## src/tsp_map.svh

```systemverilog
// register map, field positions and reset values of the base timer block
// assumes inclusion by the package, the prescaler, the top module and the bench
`ifndef TSP_MAP_SVH
`define TSP_MAP_SVH

// register addresses on the plain port
`define TSP_AW          3
`define TSP_ADDR_CFG    3'h0
`define TSP_ADDR_COUNT  3'h1
`define TSP_ADDR_CTRL   3'h2
`define TSP_ADDR_STATUS 3'h3
`define TSP_ADDR_MASK   3'h4

// configuration fields
`define TSP_CFG_W       6
`define TSP_CFG_RST     6'h3f
`define TSP_CFG_SRC     5
`define TSP_CFG_EDGE    4
`define TSP_CFG_TGT     3
`define TSP_CFG_PS_HI   2
`define TSP_CFG_PS_LO   0

// status, mask and control fields
`define TSP_EV_W        2
`define TSP_EV_OVF      0
`define TSP_EV_WDT      1
`define TSP_CTRL_GIE    0

// counts and constants
`define TSP_CNT_MAX     8'hff
`define TSP_CNT_ZERO    8'h00
`define TSP_PRE_ZERO    8'h00
`define TSP_PRE_ONE     8'h01

`endif

```

## src/tsp_pkg.sv

```systemverilog
// types and shared functions of the base timer block
// assumes the map header is on the include path
`include "tsp_map.svh"

package tsp_pkg;

  typedef logic [7:0] tsp_byte_t;
  typedef logic [`TSP_AW-1:0] tsp_addr_t;
  typedef logic [2:0] tsp_ps_t;

  // internal phases, gray along the cycle
  typedef enum logic [1:0] {
    TSP_Q1 = 2'b00,
    TSP_Q2 = 2'b01,
    TSP_Q3 = 2'b11,
    TSP_Q4 = 2'b10
  } tsp_phase_t;

  // last prescaler count before its output pulse
  function automatic tsp_byte_t tsp_term(input tsp_ps_t sel, input logic to_wdt);
    tsp_byte_t ratio;
    ratio = `TSP_PRE_ONE << sel;
    if (!to_wdt) begin
      ratio = ratio << 1;
    end
    return ratio - `TSP_PRE_ONE;
  endfunction

endpackage

```

## src/tsp_pre_if.sv

```systemverilog
// signals between the timer top and its shared prescaler
// assumes one clock domain on both sides
`timescale 1ns/1ps

interface tsp_pre_if;
  import tsp_pkg::*;
  logic    clr;    // clear prescaler count
  logic    tick;   // input event
  logic    to_wdt; // prescaler serves the watchdog
  tsp_ps_t sel;    // prescale select
  logic    pulse;  // prescaler output pulse

  modport ctl (output clr, output tick, output to_wdt, output sel, input pulse);
  modport pre (input clr, input tick, input to_wdt, input sel, output pulse);
endinterface

```

## src/tsp_phase_sync.sv

```systemverilog
// internal phase counter and sampling of the prescaler output on phases two and four
// assumes the external pin is already synchronous to the clock
`timescale 1ns/1ps

module tsp_phase_sync (
  input  wire logic i_ref_clk,  // instruction clock
  input  wire logic i_rst_n,    // async reset, active low
  input  wire logic i_ext_clk,  // external count clock pin
  input  wire logic i_fall,     // count on falling edge
  input  wire logic i_pre_out,  // prescaler output to sample
  output logic      o_ext_evt,  // edge seen on the pin
  output logic      o_sample    // sampled count pulse
);
  import tsp_pkg::*;

  tsp_phase_t phase;
  tsp_phase_t next_phase;
  logic       pin_q;
  logic       pend;
  logic       at_sample;

  // phase walk
  always_comb begin
    case (phase)
      TSP_Q1:  next_phase = TSP_Q2;
      TSP_Q2:  next_phase = TSP_Q3;
      TSP_Q3:  next_phase = TSP_Q4;
      TSP_Q4:  next_phase = TSP_Q1;
      default: next_phase = TSP_Q1;
    endcase
  end

  assign at_sample = (phase == TSP_Q2) || (phase == TSP_Q4);
  assign o_ext_evt = i_fall ? (pin_q & ~i_ext_clk) : (~pin_q & i_ext_clk);

  // RULE16 sample on phases two and four
  always_ff @(posedge i_ref_clk or negedge i_rst_n) begin
    if (!i_rst_n) begin
      phase    <= TSP_Q1;
      pin_q    <= 1'b0;
      pend     <= 1'b0;
      o_sample <= 1'b0;
    end else begin
      phase    <= next_phase;
      pin_q    <= i_ext_clk;
      pend     <= at_sample ? 1'b0 : (pend | i_pre_out);
      o_sample <= at_sample & (pend | i_pre_out);
    end
  end
endmodule

```

## src/tsp_prescaler.sv

```systemverilog
// shared prescaler: counts input events, pulses at the selected ratio
// assumes the top routes tick and pulse to exactly one user
`timescale 1ns/1ps
`include "tsp_map.svh"

module tsp_prescaler (
  input wire logic i_ref_clk, // instruction clock
  input wire logic i_rst_n,   // async reset, active low
  tsp_pre_if.pre   p          // control and output
);
  import tsp_pkg::*;

  tsp_byte_t cnt;
  tsp_byte_t term;

  // RULE17 ratio from select
  assign term = tsp_term(p.sel, p.to_wdt);
  assign p.pulse = p.tick & ~p.clr & (cnt >= term);

  // count not reachable from software
  always_ff @(posedge i_ref_clk or negedge i_rst_n) begin
    if (!i_rst_n) begin
      cnt <= `TSP_PRE_ZERO;
    end else if (p.clr) begin
      cnt <= `TSP_PRE_ZERO;
    end else if (p.tick) begin
      cnt <= (cnt >= term) ? `TSP_PRE_ZERO : cnt + `TSP_PRE_ONE;
    end
  end
endmodule

```

## src/tsp_timer.sv

```systemverilog
// base timer with a prescaler shared with the watchdog, registers and interrupt
// assumes a plain register port, inputs synchronous to the clock
//
// Contract
// RULE1: one prescaler, never serving both users
// RULE2: target bit 0 timer, 1 watchdog
// RULE3: three select bits give eight timer ratios
// RULE4: timer undivided only when prescaler on watchdog
// RULE5: prescaler count has no register access
// RULE6: count write clears prescaler when timer owns
// RULE7: watchdog clear also clears prescaler when watchdog owns
// RULE8: software order moving prescaler to watchdog
// RULE9: software order moving prescaler to timer
// RULE10: wrap from ff to 00 requests interrupt
// RULE11: overflow flag set on every wrap
// RULE12: software alone clears the overflow flag
// RULE13: overflow interrupt gated by its enable
// RULE14: global enable gates every interrupt
// RULE15: timer frozen during sleep
// RULE16: counter mode samples on phases two, four
// RULE17: timer ratio is two to n plus one
// RULE18: count advances once per prescaler pulse
`timescale 1ns/1ps
`include "tsp_map.svh"

module tsp_timer #(
  parameter int WDT_W = 8 // watchdog count width
) (
  input  wire logic              i_ref_clk,     // instruction clock
  input  wire logic              i_rst_n,       // async reset, active low
  input  wire tsp_pkg::tsp_addr_t i_addr,       // register address
  input  wire tsp_pkg::tsp_byte_t i_wdata,      // write data
  input  wire logic              i_wr,          // write strobe
  input  wire logic              i_rd,          // read strobe
  output tsp_pkg::tsp_byte_t     o_rdata,       // read data, next cycle
  input  wire logic              i_sleep,       // core is asleep
  input  wire logic              i_ext_clk,     // external count clock
  input  wire logic              i_wdt_tick,    // watchdog oscillator tick
  input  wire logic              i_wdt_clear,   // watchdog clear instruction
  output logic                   o_irq,         // interrupt level
  output logic                   o_wdt_timeout  // watchdog expiry pulse
);
  import tsp_pkg::*;

  // registers
  logic [`TSP_CFG_W-1:0] cfg;
  tsp_byte_t             count;
  logic                  global_irq_enable;
  logic [`TSP_EV_W-1:0]  status;
  logic [`TSP_EV_W-1:0]  mask;
  logic [WDT_W-1:0]      wdt_cnt;

  // decoded strobes
  logic wr_cfg;
  logic wr_count;
  logic wr_ctrl;
  logic wr_status;
  logic wr_mask;

  // datapath
  logic to_wdt;
  logic cnt_mode;
  logic ext_evt;
  logic timer_evt;
  logic direct;
  logic pre_out_t;
  logic sampled;
  logic inc;
  logic wdt_step;
  logic wrap;
  logic wdt_expire;
  logic [`TSP_EV_W-1:0] ev_set;

  tsp_pre_if pre ();

  // address decode of write strobes
  assign wr_cfg    = i_wr && (i_addr == `TSP_ADDR_CFG);
  assign wr_count  = i_wr && (i_addr == `TSP_ADDR_COUNT);
  assign wr_ctrl   = i_wr && (i_addr == `TSP_ADDR_CTRL);
  assign wr_status = i_wr && (i_addr == `TSP_ADDR_STATUS);
  assign wr_mask   = i_wr && (i_addr == `TSP_ADDR_MASK);

  // RULE2 prescaler target
  assign to_wdt   = cfg[`TSP_CFG_TGT];
  assign cnt_mode = cfg[`TSP_CFG_SRC];

  // RULE15 no timer events in sleep
  assign timer_evt = ~i_sleep & (cnt_mode ? ext_evt : 1'b1);

  // RULE1 prescaler input from one user only
  assign pre.tick   = to_wdt ? i_wdt_tick : timer_evt;
  assign pre.to_wdt = to_wdt;
  // RULE3 select field to prescaler
  assign pre.sel    = cfg[`TSP_CFG_PS_HI:`TSP_CFG_PS_LO];

  // RULE6 RULE7 prescaler clear by owner
  assign pre.clr = (wr_count & ~to_wdt) | (i_wdt_clear & to_wdt);

  // RULE4 undivided events when prescaler on watchdog
  assign direct    = to_wdt & timer_evt;
  assign pre_out_t = ~to_wdt & pre.pulse;

  // RULE18 one count per pulse, sampled in counter mode
  assign inc  = ~i_sleep & (cnt_mode ? sampled : (pre_out_t | direct));
  assign wrap = inc & ~wr_count & (count == `TSP_CNT_MAX);

  // watchdog takes the prescaler output only while it owns it
  assign wdt_step   = to_wdt ? pre.pulse : i_wdt_tick;
  assign wdt_expire = wdt_step & ~i_wdt_clear & (&wdt_cnt);

  assign ev_set = {wdt_expire, wrap};

  tsp_prescaler u_pre (
    .i_ref_clk (i_ref_clk),
    .i_rst_n   (i_rst_n),
    .p         (pre)
  );

  tsp_phase_sync u_sync (
    .i_ref_clk (i_ref_clk),
    .i_rst_n   (i_rst_n),
    .i_ext_clk (i_ext_clk),
    .i_fall    (cfg[`TSP_CFG_EDGE]),
    .i_pre_out (pre_out_t | direct),
    .o_ext_evt (ext_evt),
    .o_sample  (sampled)
  );

  // configuration register
  always_ff @(posedge i_ref_clk or negedge i_rst_n) begin
    if (!i_rst_n) begin
      cfg <= `TSP_CFG_RST;
    end else if (wr_cfg) begin
      cfg <= i_wdata[`TSP_CFG_W-1:0];
    end
  end

  // RULE10 count wraps ff to 00, write wins
  always_ff @(posedge i_ref_clk or negedge i_rst_n) begin
    if (!i_rst_n) begin
      count <= `TSP_CNT_ZERO;
    end else if (wr_count) begin
      count <= i_wdata;
    end else if (inc) begin
      count <= count + `TSP_PRE_ONE;
    end
  end

  // global enable and mask
  always_ff @(posedge i_ref_clk or negedge i_rst_n) begin
    if (!i_rst_n) begin
      global_irq_enable  <= 1'b0;
      mask <= '0;
    end else begin
      if (wr_ctrl) begin
        global_irq_enable <= i_wdata[`TSP_CTRL_GIE];
      end
      if (wr_mask) begin
        mask <= i_wdata[`TSP_EV_W-1:0];
      end
    end
  end

  // RULE11 RULE12 sticky flags, set wins over clear
  always_ff @(posedge i_ref_clk or negedge i_rst_n) begin
    if (!i_rst_n) begin
      status <= '0;
    end else begin
      status <= (status & ~(wr_status ? i_wdata[`TSP_EV_W-1:0] : '0)) | ev_set;
    end
  end

  // RULE7 watchdog count and expiry
  always_ff @(posedge i_ref_clk or negedge i_rst_n) begin
    if (!i_rst_n) begin
      wdt_cnt       <= '0;
      o_wdt_timeout <= 1'b0;
    end else begin
      o_wdt_timeout <= wdt_expire;
      if (i_wdt_clear) begin
        wdt_cnt <= '0;
      end else if (wdt_step) begin
        wdt_cnt <= wdt_cnt + 1'b1;
      end
    end
  end

  // RULE13 RULE14 interrupt level
  always_ff @(posedge i_ref_clk or negedge i_rst_n) begin
    if (!i_rst_n) begin
      o_irq <= 1'b0;
    end else begin
      o_irq <= global_irq_enable & (|(status & mask));
    end
  end

  // read mux; RULE5 prescaler count is never shown
  always_ff @(posedge i_ref_clk or negedge i_rst_n) begin
    if (!i_rst_n) begin
      o_rdata <= `TSP_CNT_ZERO;
    end else if (i_rd) begin
      case (i_addr)
        `TSP_ADDR_CFG:    o_rdata <= {2'h0, cfg};
        `TSP_ADDR_COUNT:  o_rdata <= count;
        `TSP_ADDR_CTRL:   o_rdata <= {7'h00, global_irq_enable};
        `TSP_ADDR_STATUS: o_rdata <= {6'h00, status};
        `TSP_ADDR_MASK:   o_rdata <= {6'h00, mask};
        default:          o_rdata <= `TSP_CNT_ZERO;
      endcase
    end else begin
      o_rdata <= `TSP_CNT_ZERO;
    end
  end
endmodule

```

## config.mk

```make
export PLATFORM = sky130hd
export DESIGN_NAME = tsp_timer
export DESIGN_NICKNAME = d
export VERILOG_FILES = /design/src/tsp_pkg.sv /design/src/tsp_pre_if.sv /design/src/tsp_phase_sync.sv /design/src/tsp_prescaler.sv /design/src/tsp_timer.sv
export VERILOG_INCLUDE_DIRS = /design/src
export SDC_FILE = /design/constraint.sdc
export NUM_CORES = 1
export LEC_CHECK = 0
export BUFFER_PORTS_ARGS = -buffer_cell sky130_fd_sc_hd__buf_4
export CORE_AREA = 5 5 85 87
export CTS_CLUSTER_DIAMETER = 40
export DETAILED_ROUTE_END_ITERATION = 10
export DIE_AREA = 0 0 90 92
export SETUP_SLACK_MARGIN = 0.4
export SLEW_MARGIN = 25
export SYNTH_ARGS = -nofsm -noshare
export SYNTH_HDL_FRONTEND = slang
export SYNTH_SLANG_ARGS = --single-unit
export TNS_END_PERCENT = 5
```

## constraint.sdc

```tcl
create_clock -name i_ref_clk -period 4.3 [get_ports i_ref_clk]
set_clock_uncertainty 0.15 [all_clocks]
set_input_delay 0.86 -clock i_ref_clk [delete_from_list [all_inputs] [get_ports i_ref_clk]]
set_output_delay 0.86 -clock i_ref_clk [all_outputs]
set_load 0.02 [all_outputs]
```

---- Yosys cells after proc, flatten, opt, wreduce, memory -nomap -nowiden ----
Cells that the tools add are included.
word-level totals
  bits in registers ....................... 50
  bits of input ports ..................... 19
  output and inout bits ................... 10
  logic and storage cells ................. 89
cells by class
  $add $sub $neg .......................... 4
  order comparisons ....................... 1
  eq/ne operators ......................... 8
  shift operators ......................... 1
  muxes and demuxes ....................... 18
  bitwise logic cells ..................... 30
  reductions and logical operators ........ 13
operator list
  kind                 count
  $mux 8               9
  $pmux 8 s5           1
  $add 8x1->8 const B  3
  $and 1x1->1          16
  $eq 8x8->1 const B   1
  $ge 8x8->1           1
  $pmux 2 s4           1
  $reduce_and 8->1     1
  $shl 1x3->8 const A  1
  $sub 8x1->8 const B  1
  $not 1->1            7
  $eq 3x2->1 const B   2
  $mux 1               6
  $reduce_bool 2->1    3
  $logic_and 1x1->1    5
  $and 2x2->2          2
  $eq 2x2->1 const B   2
  $eq 3x1->1 const B   1
  $eq 3x3->1 const B   1
  $logic_not 3->1      1
  $or 1x1->1           3
  $eq 2x1->1 const B   1
  $logic_not 2->1      1
  $mux 2               1
  other kinds (4)      4

---- Longest topological paths before layout ----
  depth after elaboration ................. 15
  mapped depth ............................ 11
  depth with buffers taken out ............ 9

---- By module ----
Synthesis repeated with hierarchy kept, for this count alone.
second synthesis, totals
  cell total of the unflattened synthesis .. 282
  area total of the unflattened synthesis .. 2788.9 µm²
by module, submodules not included
  module          instances  cells each  area an instance (µm²)  sequential area each (µm²)
  tsp_timer       1          180         1858.0                  933.4
  tsp_prescaler   1          84          711.9                   200.2
  tsp_phase_sync  1          18          219.0                   125.1

---- Least setup slack after synthesis ----
No wires, ideal clock.
  path type ............................... register to register
  start point ............................. reg cfg[3]
  end point ............................... reg wdt_cnt[1]
  setup time .............................. 0.131 ns
  arrival ................................. 3.042 ns
  data required time ...................... 4.019 ns
  setup slack ............................. 0.978 ns
  cell stages (with the launch flop) ...... 12
  buffers on the path ..................... 2
  period minus slack after synthesis ...... 3.322 ns
  path through ............................ dfstp_2 > clkbuf_1 > nand2b_1 > or3_1 > ha_1 > nand2b_1 > a2111oi_0 > o311ai_0 > nand2_1 > clkbuf_1 > mux2i_1 > nor2_1
between the ends
  word-level cells in the longest chain between the ends .. 8
  elaborated cells on any way between the ends .. 13
  those cells by class .................... 1 x add/sub; 1 x order compare; 3 x mux; 7 x bitwise; 1 x reduce/logical
ends and longest elaborated chain
  item                                                                 RTL line          RTL
  start: declaration                                                   tsp_timer.sv:46   logic [`TSP_CFG_W-1:0] cfg;
  start signal: assignment                                             tsp_timer.sv:132  cfg <= `TSP_CFG_RST;
  start signal: assignment                                             tsp_timer.sv:134  cfg <= i_wdata[`TSP_CFG_W-1:0];
  parallel branches: the longest is 6 deep, another holds $sub 8x1->8  n/a
  $mux 1 *                                                             tsp_timer.sv:108  assign wdt_step = to_wdt ? pre.pulse : i_wdt_tick;
  $reduce_bool 2->1 (no line) *                                        n/a
  end signal: assignment                                               tsp_timer.sv:183  wdt_cnt <= wdt_cnt + 1'b1;
  end: declaration                                                     tsp_timer.sv:51   logic [WDT_W-1:0] wdt_cnt;
Mark *: on every way between the ends.
A chain may end at the register's enable or synchronous reset.

---- Final worst setup path ----
  start point ............................. reg cfg[3]
  end point ............................... reg wdt_cnt[5]
The elaborated chain is that of the path after synthesis.

==> qor.csv <==
stage,metric,value,unit
outcome,status,finished clean,
drt,drt_wl_total,5750,µm
global_route,track_usage,14.1,%
critical_path,start_kind,register,
layout,fin_nets,333,
synthesis,synth_nets,310,
power,combPwrFrac,27.5,%
synthesis,synth_edf_count,0,
synthesis,synth_seq_area_share,46.0,%
power,p_leak,1.43,nW
place,placedCellCount,370,
timing,finalMaxSlewViolations,0,
synthesis,yosys_warnings,0,
drt,antenna_left,0,
cts,clockBufferDepth,2,
drt,vias,2146,
floorplanning,top_level_ports,29,
critical_path,crit_required,4.37,ns
timing,worst_slew_pin_slew,0.853,ns
power,p_int,0.919,mW
drt,routedWlPerCell,15.2,µm
cts,cts-root-buf,clkbuf_8,
floorplanning,rows,29,
drt,dr.pass1.iters,4,
place,routabilityCongestion,0.854,
synthesis,ys_types,48,
timing,setup_ws,0.743,ns
layout,area_delta_synth_final,13.8,%
cts,post_cts_buffers,0,
power,ir_drop,210,µV
critical_path,critPathKind,register to register,
drt,viasPerCell,5.68,
cts,cts_buffers,5,
place,place_ws,0.795,ns
floorplanning,die_x,90,µm
synthesis,synth-seq-cells,50,
cts,cts.clk_slew.worst_paths,0.09,ns
global_route,grt_pass1_wl,9760,µm
critical_path,crit_path_end_kind,register,
layout,fin_cells,378,
layout,drive_gt1_share,19.6,%
layout,antennaDiodeCount,0,
global_route,grt_pass1_vias,2022,
critical_path,worstPathArrival,3.63,ns
power,seqPwrFrac,47.2,%
place,dp_hpwl,4150,µm
power,switchingPower,0.449,mW
synthesis,syn_area,2740,µm²
cts,htreeDepth,2,
timing,slew_headroom,41.7,%
layout,final_common_cell,dfrtp_1,
floorplanning,fp.dieArea,8280,µm²
synthesis,synth_area_per_cell,9.89,µm²
timing,post-route-period-util,82.7,%
power,swShare,32.8,%
timing,hold_violations,0,
global_route,grt_antenna_before_repair,0,
flow_run,maxCapViolations,0,
power,p_clk_share,25.3,%
global_route,grt_max_degree,51,
timing,timing.fmax,281,MHz
cts,cts_sinks,50,
global_route,grt-ovfl-total,0,
power,p_per_area,439,nW/µm²
timing,min_period,3.56,ns
synthesis,async_flop_share,100,%
worst_hold_path,hold_path.class,register to register,
cts,cts_hold_buffers,0,
floorplanning,initial_core_util,43.6,%
floorplanning,coreArea,6280,µm²
critical_path,crit_fanout,11,
synthesis,synthCells,277,
cts,cts_tree,yes,
timing,setup_viol,0,
drt,drt_iter0_markers,99,
floorplanning,die_y,92,µm
layout,final_cell_mix,"44 x dfrtp_1, 28 x buf_4, 26 x nor2_1",
timing,rsz0062_at_grt,false,
place,io_buffers,28,
synthesis,ys.flop_type,dfrtp_1,
timing,setup_tns,0,ns
cts,cts_resized,0,
cts,clk_latency,0.31,ns
drt,drc_errors,0,
==> logic make-up (layout without fill, tap and decap cells) <==
kind of cell / after synthesis / in the layout / share of synthesized area, %
AO/OA/AOI/OAI: 59 / 59 / 14.7
AND/OR/NAND/NOR: 112 / 112 / 21.4
adder cells (fa/ha/maj): 14 / 14 / 6.40
multiplexers: 18 / 18 / 7.08
XOR/XNOR: 6 / 6 / 1.92
flip-flops: 50 / 50 / 46.0
buffers and inverters: 18 / 42 / 2.51
==> per-stage QoR <==
| stage | cell area (µm²) | util, % | total power, mW | hold WS [ns] |
|---|---|---|---|---|
| floorplan | 2740 | - | 0.914 | 0.300 |
| global placement | 3000 | 47.8 | 1.02 | 0.309 |
| detailed placement | 3000 | 47.8 | 1.03 | 0.331 |
| CTS | 3120 | 49.6 | 1.38 | 0.352 |
| global route | 3120 | 49.6 | 1.46 | 0.397 |
| finish | 3120 | 49.6 | 1.37 | 0.338 |
==> power by group through the flow <==
stage                     Sequential (mW)  Combinational (mW)  Clock, mW
after floorplan                     0.622               0.292          0
after global placement              0.653               0.370          0
after detailed placement            0.655               0.373          0
after CTS                           0.645               0.377      0.355
after global routing                0.660               0.427      0.373
final                               0.645               0.376      0.347
==> synth_stat cells (all sizes together) (2+ instances only) <==
master	n	area share (%)
nor2b	4	1.0
nand3	15	2.7
a211o	2	0.64
and3	9	2.1
a32o	2	0.73
nand3b	4	1.1
mux2	11	4.5
mux2i	7	2.6
a22oi	2	0.55
or4	5	1.4
nand2b	3	0.69
nand2	20	2.7
clkbuf	11	1.5
xor2	5	1.6
a21oi	16	2.9
nand4	4	0.91
dfrtp	44	40
or2	3	0.69
inv	6	0.82
or3	6	1.4
a31oi	9	2.1
and2	4	0.91
nor2	26	3.6
o21a	3	0.82
or3b	2	0.64
nor3	4	0.73
o21ai	8	1.5
o31ai	5	1.4
ha	14	6.4
dfstp	6	5.8
==> area by class of cell <==
cell class                 count  area (µm²)
inverter                       6        22.5
multi-input combinational    209        1410
clock buffer                   7        86.3
clock inverter                 1        30.0
tap                           77        96.3
timing repair buffer          28         210
fill                         595        3160
sequential                    50        1260
==> worst paths after layout <==
kind / start / end / slack (ns) / cells after the start
max: cfg[3] / wdt_cnt[5] / 0.74 / 9
min: u_sync.pend / u_sync.pend / 0.34 / 2
max reg2reg: cfg[3] / wdt_cnt[5] / 0.74 / 9
min reg2reg: u_sync.pend / u_sync.pend / 0.34 / 2
max in group asynchronous: i_rst_n / u_pre.cnt[4] / 3.14 / 1
min in group asynchronous: i_rst_n / wdt_cnt[1] / 0.42 / 1
==> registers in the layout, summed over array words and instances, names as in the netlist <==
register / count
cfg: 6
count: 8
global_irq_enable: 1
mask: 2
o_irq: 1
o_rdata: 8
o_wdt_timeout: 1
status: 2
u_pre.cnt: 8
u_sync.o_sample: 1
u_sync.pend: 1
u_sync.phase: 2
u_sync.pin_q: 1
wdt_cnt: 8
==> layer usage <==
layer  global-route usage (%)  up-vias  wire length [µm]
met5                        0        -                 0
met4                     4.09        0                87
li1                         -     1065                 -
met1                     19.2     1025              2790
met3                     3.60        8               261
met2                     22.4       48              2610
==> worst max-delay path: stages (launching register included) <==
cell and delay (ns):
dfstp_2 0.62, nand2b_1 0.13, or3_1 0.33, ha_1 0.27
nand2b_1 0.09, a2111oi_0 0.16, o311ai_0 0.56, nand2_1 0.40
or4_1 0.59, a21oi_1 0.18
Note: power is estimated with default switching activity, not from simulation.
